==> config.mk <==
export PLATFORM = sky130hd
export DESIGN_NAME = differential_bias_characteristic
export DESIGN_NICKNAME = d
export VERILOG_FILES = /design/src/rtl/phase_char_eval.v /design/src/rtl/differential_bias_characteristic.v
export VERILOG_INCLUDE_DIRS = /design/src /design/src/rtl
export SDC_FILE = /design/constraint.sdc
export NUM_CORES = 2
export LEC_CHECK = 0
export ABC_AREA = 1
export BUFFER_PORTS_ARGS = -buffer_cell sky130_fd_sc_hd__buf_2
export CAP_MARGIN = 40
export CORE_AREA = 3 3 501 503
export CTS_CLUSTER_SIZE = 28
export DETAILED_ROUTE_END_ITERATION = 8
export DIE_AREA = 0 0 504 506
export GPL_TIMING_DRIVEN = 0
export MAX_ROUTING_LAYER = met4
export PLACE_DENSITY = 0.42
export SLEW_MARGIN = 10
export SYNTH_ARGS = -nofsm -noshare
export SYNTH_HDL_FRONTEND = slang
export SYNTH_SLANG_ARGS = --single-unit
export TNS_END_PERCENT = 5
==> constraint.sdc <==
create_clock -name clk_i -period 32.5 [get_ports clk_i]
set_clock_uncertainty 0.1 [all_clocks]
set_input_delay 3.25 -clock clk_i [delete_from_list [all_inputs] [get_ports clk_i]]
set_output_delay 3.25 -clock clk_i [all_outputs]
set_load 0.005 [all_outputs]
==> src/rtl/diff_bias_defs.vh <==
`ifndef DIFF_BIAS_DEFS_VH
`define DIFF_BIAS_DEFS_VH

// magnitude inputs: unsigned, one lsb is 1 % of the reference current
`define MAG_W            16
// bias is half of up to three magnitudes
`define BIAS_W           17
// every setting port carries this many bits
`define SET_W            12
// internal comparison width, in hundredths of a percent of reference
`define LVL_W            27
// scale that turns a percent magnitude into hundredths of a percent
`define PCT_SCALE        27'h000_0064
// the bias is the magnitude sum shifted right by this, i.e. divided by 2
`define BIAS_SHIFT       1

// base sensitivity, percent of reference current
`define BASE_MIN         12'h00A
`define BASE_MAX         12'h032
`define BASE_DEF         12'h014
// first slope, percent of bias current
`define SLOPE1_MIN       12'h00A
`define SLOPE1_MAX       12'h032
`define SLOPE1_DEF       12'h014
// bias position where the second slope starts, percent of reference
`define KNEE_MIN         12'h0C8
`define KNEE_MAX         12'h7D0
`define KNEE_DEF         12'h0C8
// second slope, percent of bias current
`define SLOPE2_MIN       12'h01E
`define SLOPE2_MAX       12'h0C8
`define SLOPE2_DEF       12'h0C8
// unrestrained limit, percent of reference current
`define UNR_MIN          12'h320
`define UNR_MAX          12'h9C4
`define UNR_DEF          12'h320

`endif

==> src/rtl/phase_char_eval.v <==
`timescale 1ns/1ps
`include "diff_bias_defs.vh"

// one measuring element: restrained characteristic and unrestrained limit
module phase_char_eval (
    input  wire                 clk_i,
    input  wire                 sys_rst_i,
    input  wire                 eval_i,
    input  wire [`BIAS_W-1:0]   bias_i,
    input  wire [`MAG_W-1:0]    diff_i,
    input  wire [`SET_W-1:0]    base_pct_i,
    input  wire [`SET_W-1:0]    slope1_pct_i,
    input  wire [`SET_W-1:0]    knee_pct_i,
    input  wire [`SET_W-1:0]    slope2_pct_i,
    input  wire [`SET_W-1:0]    unr_pct_i,
    output reg                  restr_o,
    output reg                  unr_o
);

    function [`LVL_W-1:0] max_lvl;
        input [`LVL_W-1:0] a;
        input [`LVL_W-1:0] b;
        begin
            max_lvl = (a > b) ? a : b;
        end
    endfunction

    wire [`LVL_W-1:0] bias_x   = {{(`LVL_W-`BIAS_W){1'b0}}, bias_i};
    wire [`LVL_W-1:0] diff_x   = {{(`LVL_W-`MAG_W){1'b0}}, diff_i};
    wire [`LVL_W-1:0] base_x   = {{(`LVL_W-`SET_W){1'b0}}, base_pct_i};
    wire [`LVL_W-1:0] slope1_x = {{(`LVL_W-`SET_W){1'b0}}, slope1_pct_i};
    wire [`LVL_W-1:0] knee_x   = {{(`LVL_W-`SET_W){1'b0}}, knee_pct_i};
    wire [`LVL_W-1:0] slope2_x = {{(`LVL_W-`SET_W){1'b0}}, slope2_pct_i};
    wire [`LVL_W-1:0] unr_x    = {{(`LVL_W-`SET_W){1'b0}}, unr_pct_i};

    // segment levels in hundredths of a percent of reference current
    wire [`LVL_W-1:0] flat_lvl   = base_x * `PCT_SCALE;
    wire [`LVL_W-1:0] first_lvl  = slope1_x * bias_x;
    wire [`LVL_W-1:0] knee_lvl   = slope1_x * knee_x;
    wire              past_knee  = bias_x > knee_x;
    wire [`LVL_W-1:0] over_knee  = past_knee ? (bias_x - knee_x) : {`LVL_W{1'b0}};
    wire [`LVL_W-1:0] second_lvl = past_knee ? (knee_lvl + slope2_x * over_knee)
                                             : {`LVL_W{1'b0}};
    // threshold is the highest segment at this bias
    wire [`LVL_W-1:0] thr_lvl    = max_lvl(max_lvl(flat_lvl, first_lvl), second_lvl);
    wire [`LVL_W-1:0] diff_lvl   = diff_x * `PCT_SCALE;

    // decisions are taken once per evaluation step and then held
    always @(posedge clk_i) begin
        if (sys_rst_i) begin
            restr_o <= 1'b0;
            unr_o   <= 1'b0;
        end else if (eval_i) begin
            restr_o <= diff_lvl > thr_lvl;
            unr_o   <= diff_x > unr_x;
        end
    end

endmodule // phase_char_eval

==> src/rtl/differential_bias_characteristic.v <==
// Summary of operation
// - bias per phase is half the sum of shifted winding magnitudes.
// - each phase raises its own restrained start when above the characteristic.
// - base sensitivity in percent of reference, 10 to 50, default 20.
// - first slope in percent of bias, 10 to 50, default 20.
// - second slope start bias in percent of reference, 200 to 2000, default 200.
// - second slope in percent of bias, 30 to 200, default 200.
// - unrestrained limit in percent of reference, 800 to 2500, default 800.
// - per-phase unrestrained start when differential exceeds the limit, bias ignored.
// - the three unrestrained decisions are ORed into one general start.
// - tertiary magnitudes count only in the three-winding variant, else zero.
// - visible restrained starts are suppressed when the user block is active at the result pulse, then held.
`timescale 1ns/1ps
`include "diff_bias_defs.vh"

module differential_bias_characteristic (
    input  wire                 clk_i,
    input  wire                 sys_rst_i,
    // evaluation step strobe with the magnitudes
    input  wire                 mag_valid_i,
    input  wire [`MAG_W-1:0]    diff_mag_phase1_i,
    input  wire [`MAG_W-1:0]    diff_mag_phase2_i,
    input  wire [`MAG_W-1:0]    diff_mag_phase3_i,
    input  wire [`MAG_W-1:0]    primary_shifted_mag_phase1_i,
    input  wire [`MAG_W-1:0]    primary_shifted_mag_phase2_i,
    input  wire [`MAG_W-1:0]    primary_shifted_mag_phase3_i,
    input  wire [`MAG_W-1:0]    secondary_shifted_mag_phase1_i,
    input  wire [`MAG_W-1:0]    secondary_shifted_mag_phase2_i,
    input  wire [`MAG_W-1:0]    secondary_shifted_mag_phase3_i,
    input  wire [`MAG_W-1:0]    tertiary_shifted_mag_phase1_i,
    input  wire [`MAG_W-1:0]    tertiary_shifted_mag_phase2_i,
    input  wire [`MAG_W-1:0]    tertiary_shifted_mag_phase3_i,
    // variant select and settings
    input  wire                 three_winding_i,
    input  wire [`SET_W-1:0]    base_sensitivity_pct_i,
    input  wire [`SET_W-1:0]    first_slope_pct_i,
    input  wire [`SET_W-1:0]    first_slope_bias_limit_pct_i,
    input  wire [`SET_W-1:0]    second_slope_pct_i,
    input  wire [`SET_W-1:0]    unrestrained_limit_pct_i,
    input  wire                 user_block_input_i,
    // results
    output reg                  result_valid_o,
    output reg  [`BIAS_W-1:0]   bias_mag_phase1_o,
    output reg  [`BIAS_W-1:0]   bias_mag_phase2_o,
    output reg  [`BIAS_W-1:0]   bias_mag_phase3_o,
    output reg                  restrained_start_phase1_int_o,
    output reg                  restrained_start_phase2_int_o,
    output reg                  restrained_start_phase3_int_o,
    output reg                  restrained_start_phase1_o,
    output reg                  restrained_start_phase2_o,
    output reg                  restrained_start_phase3_o,
    output reg                  unrestrained_start_phase1_int_o,
    output reg                  unrestrained_start_phase2_int_o,
    output reg                  unrestrained_start_phase3_int_o,
    output reg                  unrestrained_start_phase1_o,
    output reg                  unrestrained_start_phase2_o,
    output reg                  unrestrained_start_phase3_o,
    output reg                  unrestrained_start_general_o,
    output reg                  setting_clamped_o
);

    // limit a setting to its accepted range, step of one
    function [`SET_W-1:0] clamp_set;
        input [`SET_W-1:0] v;
        input [`SET_W-1:0] lo;
        input [`SET_W-1:0] hi;
        begin
            if (v < lo)
                clamp_set = lo;
            else if (v > hi)
                clamp_set = hi;
            else
                clamp_set = v;
        end
    endfunction

    // out-of-range test for the clamp flag
    function out_of_range;
        input [`SET_W-1:0] v;
        input [`SET_W-1:0] lo;
        input [`SET_W-1:0] hi;
        begin
            out_of_range = (v < lo) || (v > hi);
        end
    endfunction

    // half of the sum of three magnitudes, sum kept two bits wider than a magnitude
    function [`BIAS_W-1:0] bias_of;
        input [`MAG_W-1:0] p;
        input [`MAG_W-1:0] s;
        input [`MAG_W-1:0] t;
        reg   [`MAG_W+1:0] sum;
        begin
            sum     = {2'b00, p} + {2'b00, s} + {2'b00, t};
            bias_of = sum[`MAG_W+1:`BIAS_SHIFT];
        end
    endfunction

    // settings, held clamped; they start from their defaults
    reg  [`SET_W-1:0]   base_ff;
    reg  [`SET_W-1:0]   slope1_ff;
    reg  [`SET_W-1:0]   knee_ff;
    reg  [`SET_W-1:0]   slope2_ff;
    reg  [`SET_W-1:0]   unr_ff;
    reg                 clamp_ff;

    wire                nxt_clamp;

    // first stage: bias and differential per phase
    reg                 stage1_ff;
    reg  [`BIAS_W-1:0]  bias1_ff;
    reg  [`BIAS_W-1:0]  bias2_ff;
    reg  [`BIAS_W-1:0]  bias3_ff;
    reg  [`MAG_W-1:0]   diff1_ff;
    reg  [`MAG_W-1:0]   diff2_ff;
    reg  [`MAG_W-1:0]   diff3_ff;
    reg                 stage2_ff;
    // bias of the step now in the evaluators, kept so it leaves with its flags
    reg  [`BIAS_W-1:0]  bias1_dly_ff;
    reg  [`BIAS_W-1:0]  bias2_dly_ff;
    reg  [`BIAS_W-1:0]  bias3_dly_ff;

    wire [`MAG_W-1:0]   tert1;
    wire [`MAG_W-1:0]   tert2;
    wire [`MAG_W-1:0]   tert3;
    wire                restr1;
    wire                restr2;
    wire                restr3;
    wire                unr1;
    wire                unr2;
    wire                unr3;

    // settings follow the ports one clock later, clamped into range
    always @(posedge clk_i) begin
        if (sys_rst_i) begin
            base_ff   <= `BASE_DEF;
            slope1_ff <= `SLOPE1_DEF;
            knee_ff   <= `KNEE_DEF;
            slope2_ff <= `SLOPE2_DEF;
            unr_ff    <= `UNR_DEF;
            clamp_ff  <= 1'b0;
        end else begin
            base_ff   <= clamp_set(base_sensitivity_pct_i, `BASE_MIN, `BASE_MAX);
            slope1_ff <= clamp_set(first_slope_pct_i, `SLOPE1_MIN, `SLOPE1_MAX);
            knee_ff   <= clamp_set(first_slope_bias_limit_pct_i, `KNEE_MIN, `KNEE_MAX);
            slope2_ff <= clamp_set(second_slope_pct_i, `SLOPE2_MIN, `SLOPE2_MAX);
            unr_ff    <= clamp_set(unrestrained_limit_pct_i, `UNR_MIN, `UNR_MAX);
            clamp_ff  <= nxt_clamp;
        end
    end

    assign nxt_clamp = out_of_range(base_sensitivity_pct_i, `BASE_MIN, `BASE_MAX)
                     | out_of_range(first_slope_pct_i, `SLOPE1_MIN, `SLOPE1_MAX)
                     | out_of_range(first_slope_bias_limit_pct_i, `KNEE_MIN, `KNEE_MAX)
                     | out_of_range(second_slope_pct_i, `SLOPE2_MIN, `SLOPE2_MAX)
                     | out_of_range(unrestrained_limit_pct_i, `UNR_MIN, `UNR_MAX);

    // tertiary magnitudes contribute nothing in the two-winding variant
    assign tert1 = three_winding_i ? tertiary_shifted_mag_phase1_i : {`MAG_W{1'b0}};
    assign tert2 = three_winding_i ? tertiary_shifted_mag_phase2_i : {`MAG_W{1'b0}};
    assign tert3 = three_winding_i ? tertiary_shifted_mag_phase3_i : {`MAG_W{1'b0}};

    // capture the step: bias per phase and the differential magnitudes
    always @(posedge clk_i) begin
        if (sys_rst_i) begin
            stage1_ff <= 1'b0;
            bias1_ff  <= {`BIAS_W{1'b0}};
            bias2_ff  <= {`BIAS_W{1'b0}};
            bias3_ff  <= {`BIAS_W{1'b0}};
            diff1_ff  <= {`MAG_W{1'b0}};
            diff2_ff  <= {`MAG_W{1'b0}};
            diff3_ff  <= {`MAG_W{1'b0}};
        end else begin
            stage1_ff <= mag_valid_i;
            if (mag_valid_i) begin
                bias1_ff <= bias_of(primary_shifted_mag_phase1_i,
                                    secondary_shifted_mag_phase1_i, tert1);
                bias2_ff <= bias_of(primary_shifted_mag_phase2_i,
                                    secondary_shifted_mag_phase2_i, tert2);
                bias3_ff <= bias_of(primary_shifted_mag_phase3_i,
                                    secondary_shifted_mag_phase3_i, tert3);
                diff1_ff <= diff_mag_phase1_i;
                diff2_ff <= diff_mag_phase2_i;
                diff3_ff <= diff_mag_phase3_i;
            end
        end
    end

    // one evaluator per measuring element
    phase_char_eval u_eval_phase1 (
        .clk_i        (clk_i),
        .sys_rst_i    (sys_rst_i),
        .eval_i       (stage1_ff),
        .bias_i       (bias1_ff),
        .diff_i       (diff1_ff),
        .base_pct_i   (base_ff),
        .slope1_pct_i (slope1_ff),
        .knee_pct_i   (knee_ff),
        .slope2_pct_i (slope2_ff),
        .unr_pct_i    (unr_ff),
        .restr_o      (restr1),
        .unr_o        (unr1)
    );

    phase_char_eval u_eval_phase2 (
        .clk_i        (clk_i),
        .sys_rst_i    (sys_rst_i),
        .eval_i       (stage1_ff),
        .bias_i       (bias2_ff),
        .diff_i       (diff2_ff),
        .base_pct_i   (base_ff),
        .slope1_pct_i (slope1_ff),
        .knee_pct_i   (knee_ff),
        .slope2_pct_i (slope2_ff),
        .unr_pct_i    (unr_ff),
        .restr_o      (restr2),
        .unr_o        (unr2)
    );

    phase_char_eval u_eval_phase3 (
        .clk_i        (clk_i),
        .sys_rst_i    (sys_rst_i),
        .eval_i       (stage1_ff),
        .bias_i       (bias3_ff),
        .diff_i       (diff3_ff),
        .base_pct_i   (base_ff),
        .slope1_pct_i (slope1_ff),
        .knee_pct_i   (knee_ff),
        .slope2_pct_i (slope2_ff),
        .unr_pct_i    (unr_ff),
        .restr_o      (restr3),
        .unr_o        (unr3)
    );

    // carry the bias one stage on; back-to-back steps overwrite the first stage
    always @(posedge clk_i) begin
        if (sys_rst_i) begin
            bias1_dly_ff <= {`BIAS_W{1'b0}};
            bias2_dly_ff <= {`BIAS_W{1'b0}};
            bias3_dly_ff <= {`BIAS_W{1'b0}};
        end else if (stage1_ff) begin
            bias1_dly_ff <= bias1_ff;
            bias2_dly_ff <= bias2_ff;
            bias3_dly_ff <= bias3_ff;
        end
    end

    // evaluator results are ready one clock after the first stage
    always @(posedge clk_i) begin
        if (sys_rst_i)
            stage2_ff <= 1'b0;
        else
            stage2_ff <= stage1_ff;
    end

    // publish the step; block gating is applied to the visible restrained starts
    always @(posedge clk_i) begin
        if (sys_rst_i) begin
            result_valid_o                  <= 1'b0;
            bias_mag_phase1_o               <= {`BIAS_W{1'b0}};
            bias_mag_phase2_o               <= {`BIAS_W{1'b0}};
            bias_mag_phase3_o               <= {`BIAS_W{1'b0}};
            restrained_start_phase1_int_o   <= 1'b0;
            restrained_start_phase2_int_o   <= 1'b0;
            restrained_start_phase3_int_o   <= 1'b0;
            restrained_start_phase1_o       <= 1'b0;
            restrained_start_phase2_o       <= 1'b0;
            restrained_start_phase3_o       <= 1'b0;
            unrestrained_start_phase1_int_o <= 1'b0;
            unrestrained_start_phase2_int_o <= 1'b0;
            unrestrained_start_phase3_int_o <= 1'b0;
            unrestrained_start_phase1_o     <= 1'b0;
            unrestrained_start_phase2_o     <= 1'b0;
            unrestrained_start_phase3_o     <= 1'b0;
            unrestrained_start_general_o    <= 1'b0;
        end else begin
            result_valid_o <= stage2_ff;
            if (stage2_ff) begin
                bias_mag_phase1_o               <= bias1_dly_ff;
                bias_mag_phase2_o               <= bias2_dly_ff;
                bias_mag_phase3_o               <= bias3_dly_ff;
                restrained_start_phase1_int_o   <= restr1;
                restrained_start_phase2_int_o   <= restr2;
                restrained_start_phase3_int_o   <= restr3;
                restrained_start_phase1_o       <= restr1 & ~user_block_input_i;
                restrained_start_phase2_o       <= restr2 & ~user_block_input_i;
                restrained_start_phase3_o       <= restr3 & ~user_block_input_i;
                unrestrained_start_phase1_int_o <= unr1;
                unrestrained_start_phase2_int_o <= unr2;
                unrestrained_start_phase3_int_o <= unr3;
                unrestrained_start_phase1_o     <= unr1;
                unrestrained_start_phase2_o     <= unr2;
                unrestrained_start_phase3_o     <= unr3;
                unrestrained_start_general_o    <= unr1 | unr2 | unr3;
            end
        end
    end

    // flag shows that at least one setting port is being clamped
    always @(posedge clk_i) begin
        if (sys_rst_i)
            setting_clamped_o <= 1'b0;
        else
            setting_clamped_o <= clamp_ff;
    end

endmodule // differential_bias_characteristic

# Word-level counts from Yosys, hierarchy flattened
# Cells that the tools add are included.
# Widths: inputs -> output; s select.
# word_totals
reg_bits,282
input_bits,257
output_inout_bits,66
# op_classes
n_addsub,12
n_mul,11
order_cmp,25
mux,23
bitwise_logic,10
n_reduce_logical,14
# ops
operator,n
$mux 27,12
$gt 27x27->1,9
$add 27x27->27,3
$mul 12x17->27,3
$mul 12x27->27,3
$mul 16x5->21 const B,3
$add 17x16->18,3
$sub 17x12->18,3
$add 16x16->17,3
$gt 17x12->1,3
$gt 16x12->1,3
$mux 16,3
$gt 12x6->1 const B,2
$lt 12x4->1 const B,2
$mul 12x12->24,1
$mul 12x5->17 const B,1
$mux 8,2
$reduce_or 3->1,5
$gt 12x11->1 const B,1
$gt 12x12->1 const B,1
$gt 12x8->1 const B,1
$lt 12x10->1 const B,1
$lt 12x5->1 const B,1
$lt 12x8->1 const B,1
9 further kinds,25

# Depth between registers and ports, before layout
# depth
depth_word,8
mapped_depth,68

# By module
# From an unflattened synthesis, not the netlist that was laid out.
# unflattened
hier_cells,11949
area_unflattened_um2,88070.7
# modules_own_cells
module,instances,cells_each,area_per_inst_um2,seq_area_each_um2
phase_char_eval (u_eval_phase3),1,3356,24980.2,40.0
phase_char_eval (u_eval_phase1),1,3347,24821.3,40.0
phase_char_eval (u_eval_phase2),1,3322,24629.9,40.0
differential_bias_characteristic,1,1924,13639.3,5525.3

# Worst setup path before layout
# No wires, ideal clock.
# synth_path
path_kind,register to register
start,register slope1_ff[7]
end,register u_eval_phase3.restr_o
setup_ns,0.070
arrival_time_ns,11.369
t_required_ns,32.330
slack_ns,20.960
path_stages_with_launch,58
path_buffers,3
synth_period_minus_slack_ns,11.540
path_cell_list,dfxtp_1 -> clkbuf_1 -> clkbuf_1 -> nand2_1 -> fa_1 -> fa_1 -> fa_1 -> inv_1 -> fa_1 -> inv_1 -> fa_1 -> inv_1 -> ha_1 -> nand2_1 -> o21ai_0 -> a21oi_1 -> o21bai_1 -> a21oi_1 -> [22 not listed] -> ha_1 -> nand4_1 -> nor3_1 -> nand3_1 -> nand2_1 -> clkbuf_1 -> o21ai_0 -> ha_1 -> nand4_1 -> nor4_1 -> nand3_1 -> o211ai_1 -> a21oi_1 -> nor2_1 -> o21ai_0 -> a21oi_1 -> nand2_1 -> a21oi_1
# synth_via
elab_chain_cells,6
word_cells_on_any_way,9
classes_between,add/sub: 1; mul: 2; order compare: 3; mux: 3
# synth_rtl
element,line_no,source
"start, declared",differential_bias_characteristic.v:101,reg [`SET_W-1:0] slope1_ff;
"start signal, assigned",differential_bias_characteristic.v:137,slope1_ff <= `SLOPE1_DEF;
"start signal, assigned",differential_bias_characteristic.v:144,"slope1_ff <= clamp_set(first_slope_pct_i, `SLOPE1_MIN, `SLOPE1_MAX);"
$mul 12x17->27 / $mul 12x12->24 (equally long branches),"phase_char_eval.v:38, phase_char_eval.v:39",
$gt 27x27->1 / $add 27x27->27 (equally long branches),"phase_char_eval.v:24, phase_char_eval.v:42",
"$mux 27, on equally long branches","phase_char_eval.v:24, phase_char_eval.v:42",
$gt 27x27->1,phase_char_eval.v:24,max_lvl = (a > b) ? a : b;
$mux 27 (*),phase_char_eval.v:24,
$gt 27x27->1 (*),phase_char_eval.v:54,restr_o <= diff_lvl > thr_lvl;
"end signal, assigned",phase_char_eval.v:54,
"end, declared",phase_char_eval.v:16,"output reg restr_o,"
# Mark *: on every way between the ends. The rest lies on a longest branch, timed or not.
# A chain may end at the register's enable or synchronous reset.

# Worst setup path after layout
# layout_path
start,register slope1_ff[2]
end,register u_eval_phase3.restr_o
# Same word-level chain as after synthesis.

==> run_results.csv <==
group,metric,value,unit
drt,met2_length,143,mm
cts,htreeDepth,2,
yosys,synth-seq-cells,282,
yosys,syn_avg_cell_area,7.50,µm²
floorplanning,design.core.area,246000,µm²
yosys,syn_inst,9871,
sta,worstMarginPinSlew,1.01,ns
job,maxCapViolations,0,
drt,drt.antenna.violating_nets,0,
yosys,synth_area,74100,µm²
drt,vias_per_cell,4.80,
sta,tns,0,ns
floorplanning,initial_utilization,30.1,%
floorplanning,dieArea,255000,µm²
critical_path,critPathBufInv,11,
critical_path,crit_arrival,15.76,ns
sta,fmax,65.5,MHz
critical_path,crit_family,"adder cells",
cts,clock_sinks,282,
global_route,grt_pass1_vias,67500,
floorplanning,die_w,504,µm
layout,nNetsFinal,12700,
cts,postCtsSetupBuffers,0,
sta,hold_violations,0,
place,globalplace.congestion,0.985,
floorplanning,die_h,506,µm
sta,relSlewSlack,32.0,%
yosys,synth_enable_flop_cells,0,
drt,wl_met1,143,mm
cts,path_clk_slew,0.06,ns
yosys,ys_seq_area_share,7.62,%
critical_path,r2r_cells,59,
drt,wl_per_cell,23.0,µm
cts,cts_made_buffers,39,
place,portBuffers,320,
yosys,ys_warn_count,0,
outcome,status,"finished, final reports clean",
drt,wl_met3,16.3,mm
global_route,grt-ovfl-total,0,
global_route,grt_max_degree,14,
drt,dr.pass1.iters,6,
yosys,synth.distinct_cells,56,
sta,finalCritPeriodShare,46.9,%
yosys,postSynth.asyncResetShare,0,%
critical_path,worstSetupEndpointType,"flip-flop",
cts,cts_tree,"built",
drt,drt_iter0_drc,5094,
floorplanning,ioPinCount,323,
critical_path,slowest_stage,"clkbuf_1",
cts,cts_root_buffer,"clkbuf_16",
yosys,synth_flop_cell,"dfxtp_1",
sta,rsz0062_at_grt,"no",
floorplanning,rows,182,
hold_path,hold_depth,2,
drt,vias,65700,
drt,routed_wl,315,mm
drt,top_layer,"met4",
global_route,antenna_found_initial,30,
global_route,grt_pass1_wl,461,mm
critical_path,worstPathRequired,33.01,ns
layout,area_delta_synth_final,11.2,%
critical_path,path_max_fanout,10,
critical_path,crit_type,"reg -> reg",
critical_path,start_kind,"flip-flop",
sta,min_period,15.26,ns
critical_path,critical_path_depth,59,
cts,post_cts_resized,0,
hold_path,min_path_type,"reg -> reg",
place,hpwl,278,mm
global_route,grt_use_total,25.3,%
sta,maxSlewViolCount,0,
cts,clk_latency,0.72,ns
critical_path,slowest_delay,0.72,ns
sta,setup_viol,0,
layout,drive_gt1_share,6.38,%
drt,drc,0,
cts,cts.path.max_buffers,3,
cts,cts_hold_buf,0,
-- registers in the layout, indices dropped and copies added (netlist names), 17 cells and up --
signal,flops
bias2_ff,17
bias_mag_phase2_o,17
bias_mag_phase3_o,17
bias1_ff,17
bias1_dly_ff,17
bias3_ff,17
bias2_dly_ff,17
bias_mag_phase1_o,17
bias3_dly_ff,17
-- worst paths after layout --
path | start | to | slack [ns]
worst min register to register | bias3_dly_ff[5]$_SDFFE_PP0P_ | bias_mag_phase3_o[5]$_SDFFE_PP0P_ | 0.36
worst min-delay path | bias3_dly_ff[5]$_SDFFE_PP0P_ | bias_mag_phase3_o[5]$_SDFFE_PP0P_ | 0.36
worst max register to register | slope1_ff[2]$_SDFF_PP1_ | u_eval_phase3.restr_o$_SDFFE_PP0P_ | 17.24
worst max-delay path | slope1_ff[2]$_SDFF_PP1_ | u_eval_phase3.restr_o$_SDFFE_PP0P_ | 17.24
-- cell usage after synthesis (all sizes together) (13+ instances only) --
master	n	area share [%]
a211oi	18	0.18
a21o	23	0.23
a21oi	499	3.4
a31oi	30	0.25
buf	45	0.33
clkbuf	282	1.4
clkinv	21	0.11
dfxtp	282	7.6
fa	1244	34
ha	912	15
inv	2345	12
nand2	2228	11
nand3	250	1.7
nand3b	13	0.13
nand4	59	0.51
nor2	655	3.4
nor3	48	0.36
nor4	30	0.27
o211ai	19	0.19
o21ai	492	3.4
o21bai	30	0.30
or2	39	0.33
xnor2	61	0.73
xor2	161	1.9
-- layout make-up --
class / count / area, µm²
Buffer: 327 / 1310
Sequential cell: 282 / 5650
Fill cell: 26900 / 164000
Antenna cell: 12 / 30.0
Clock inverter: 23 / 340
Multi-Input combinational cell: 6912 / 58300
Clock buffer: 49 / 1080
Inverter: 2366 / 8880
Tap cell: 3312 / 4140
Timing Repair Buffer: 406 / 2560
-- metal layers --
metal	GRT usage [%]	up-vias
met5	-	-
met4	8.38	0
met3	2.49	317
met2	40.1	1994
met1	33.9	32600
li1	-	30800
-- kinds of logic after synthesis --
group / after synthesis / synth area share, %
AOI/OAI and AO/OA: 1185 / 8.78
adders and majority gates: 2156 / 49.0
other: 1 / 0.00506
and+or+nand+nor: 3332 / 18.2
xor gates and xnor gates: 222 / 2.64
buffers and inverters: 2693 / 13.7
DFF: 282 / 7.62
-- worst reg2reg max path, delay by kind of cell, from the launching register on --
family	cells	cell delay [ns]
buffers and inverters	11	2.26
xor gates and xnor gates	1	0.30
and+or+nand+nor	15	2.94
adders and majority gates	13	5.95
AOI/OAI and AO/OA	19	3.38
DFF	1	0.30
-- per-stage QoR --
stage               hold slack (ns)  util (%)  setup WS, ns  cells  cell area (µm²)
finish                        0.360      33.4         17.24  13700            82300
global route                  0.355      33.4         16.13  13700            82300
CTS                           0.327      33.4         17.26  13700            82300
detailed placement            0.361      32.8         17.28  13600            80900
global placement              0.357      32.4         16.36  13500            79900
floorplan                     0.288         -         20.96   9887            74100
-- cell usage in the layout (no fill, tap or decap), types with 276 or more instances in the layout --
master,instances
nand2_1,2221
inv_1,2328
a21oi_1,497
o21ai_0,362
fa_1,1244
nor2_1,621
ha_1,912
clkbuf_1,276
buf_2,346
dfxtp_1,282
Power is left out: the tool's default activity adds up to more than one toggle a clock period on the data nets, which glitch-free logic cannot reach.
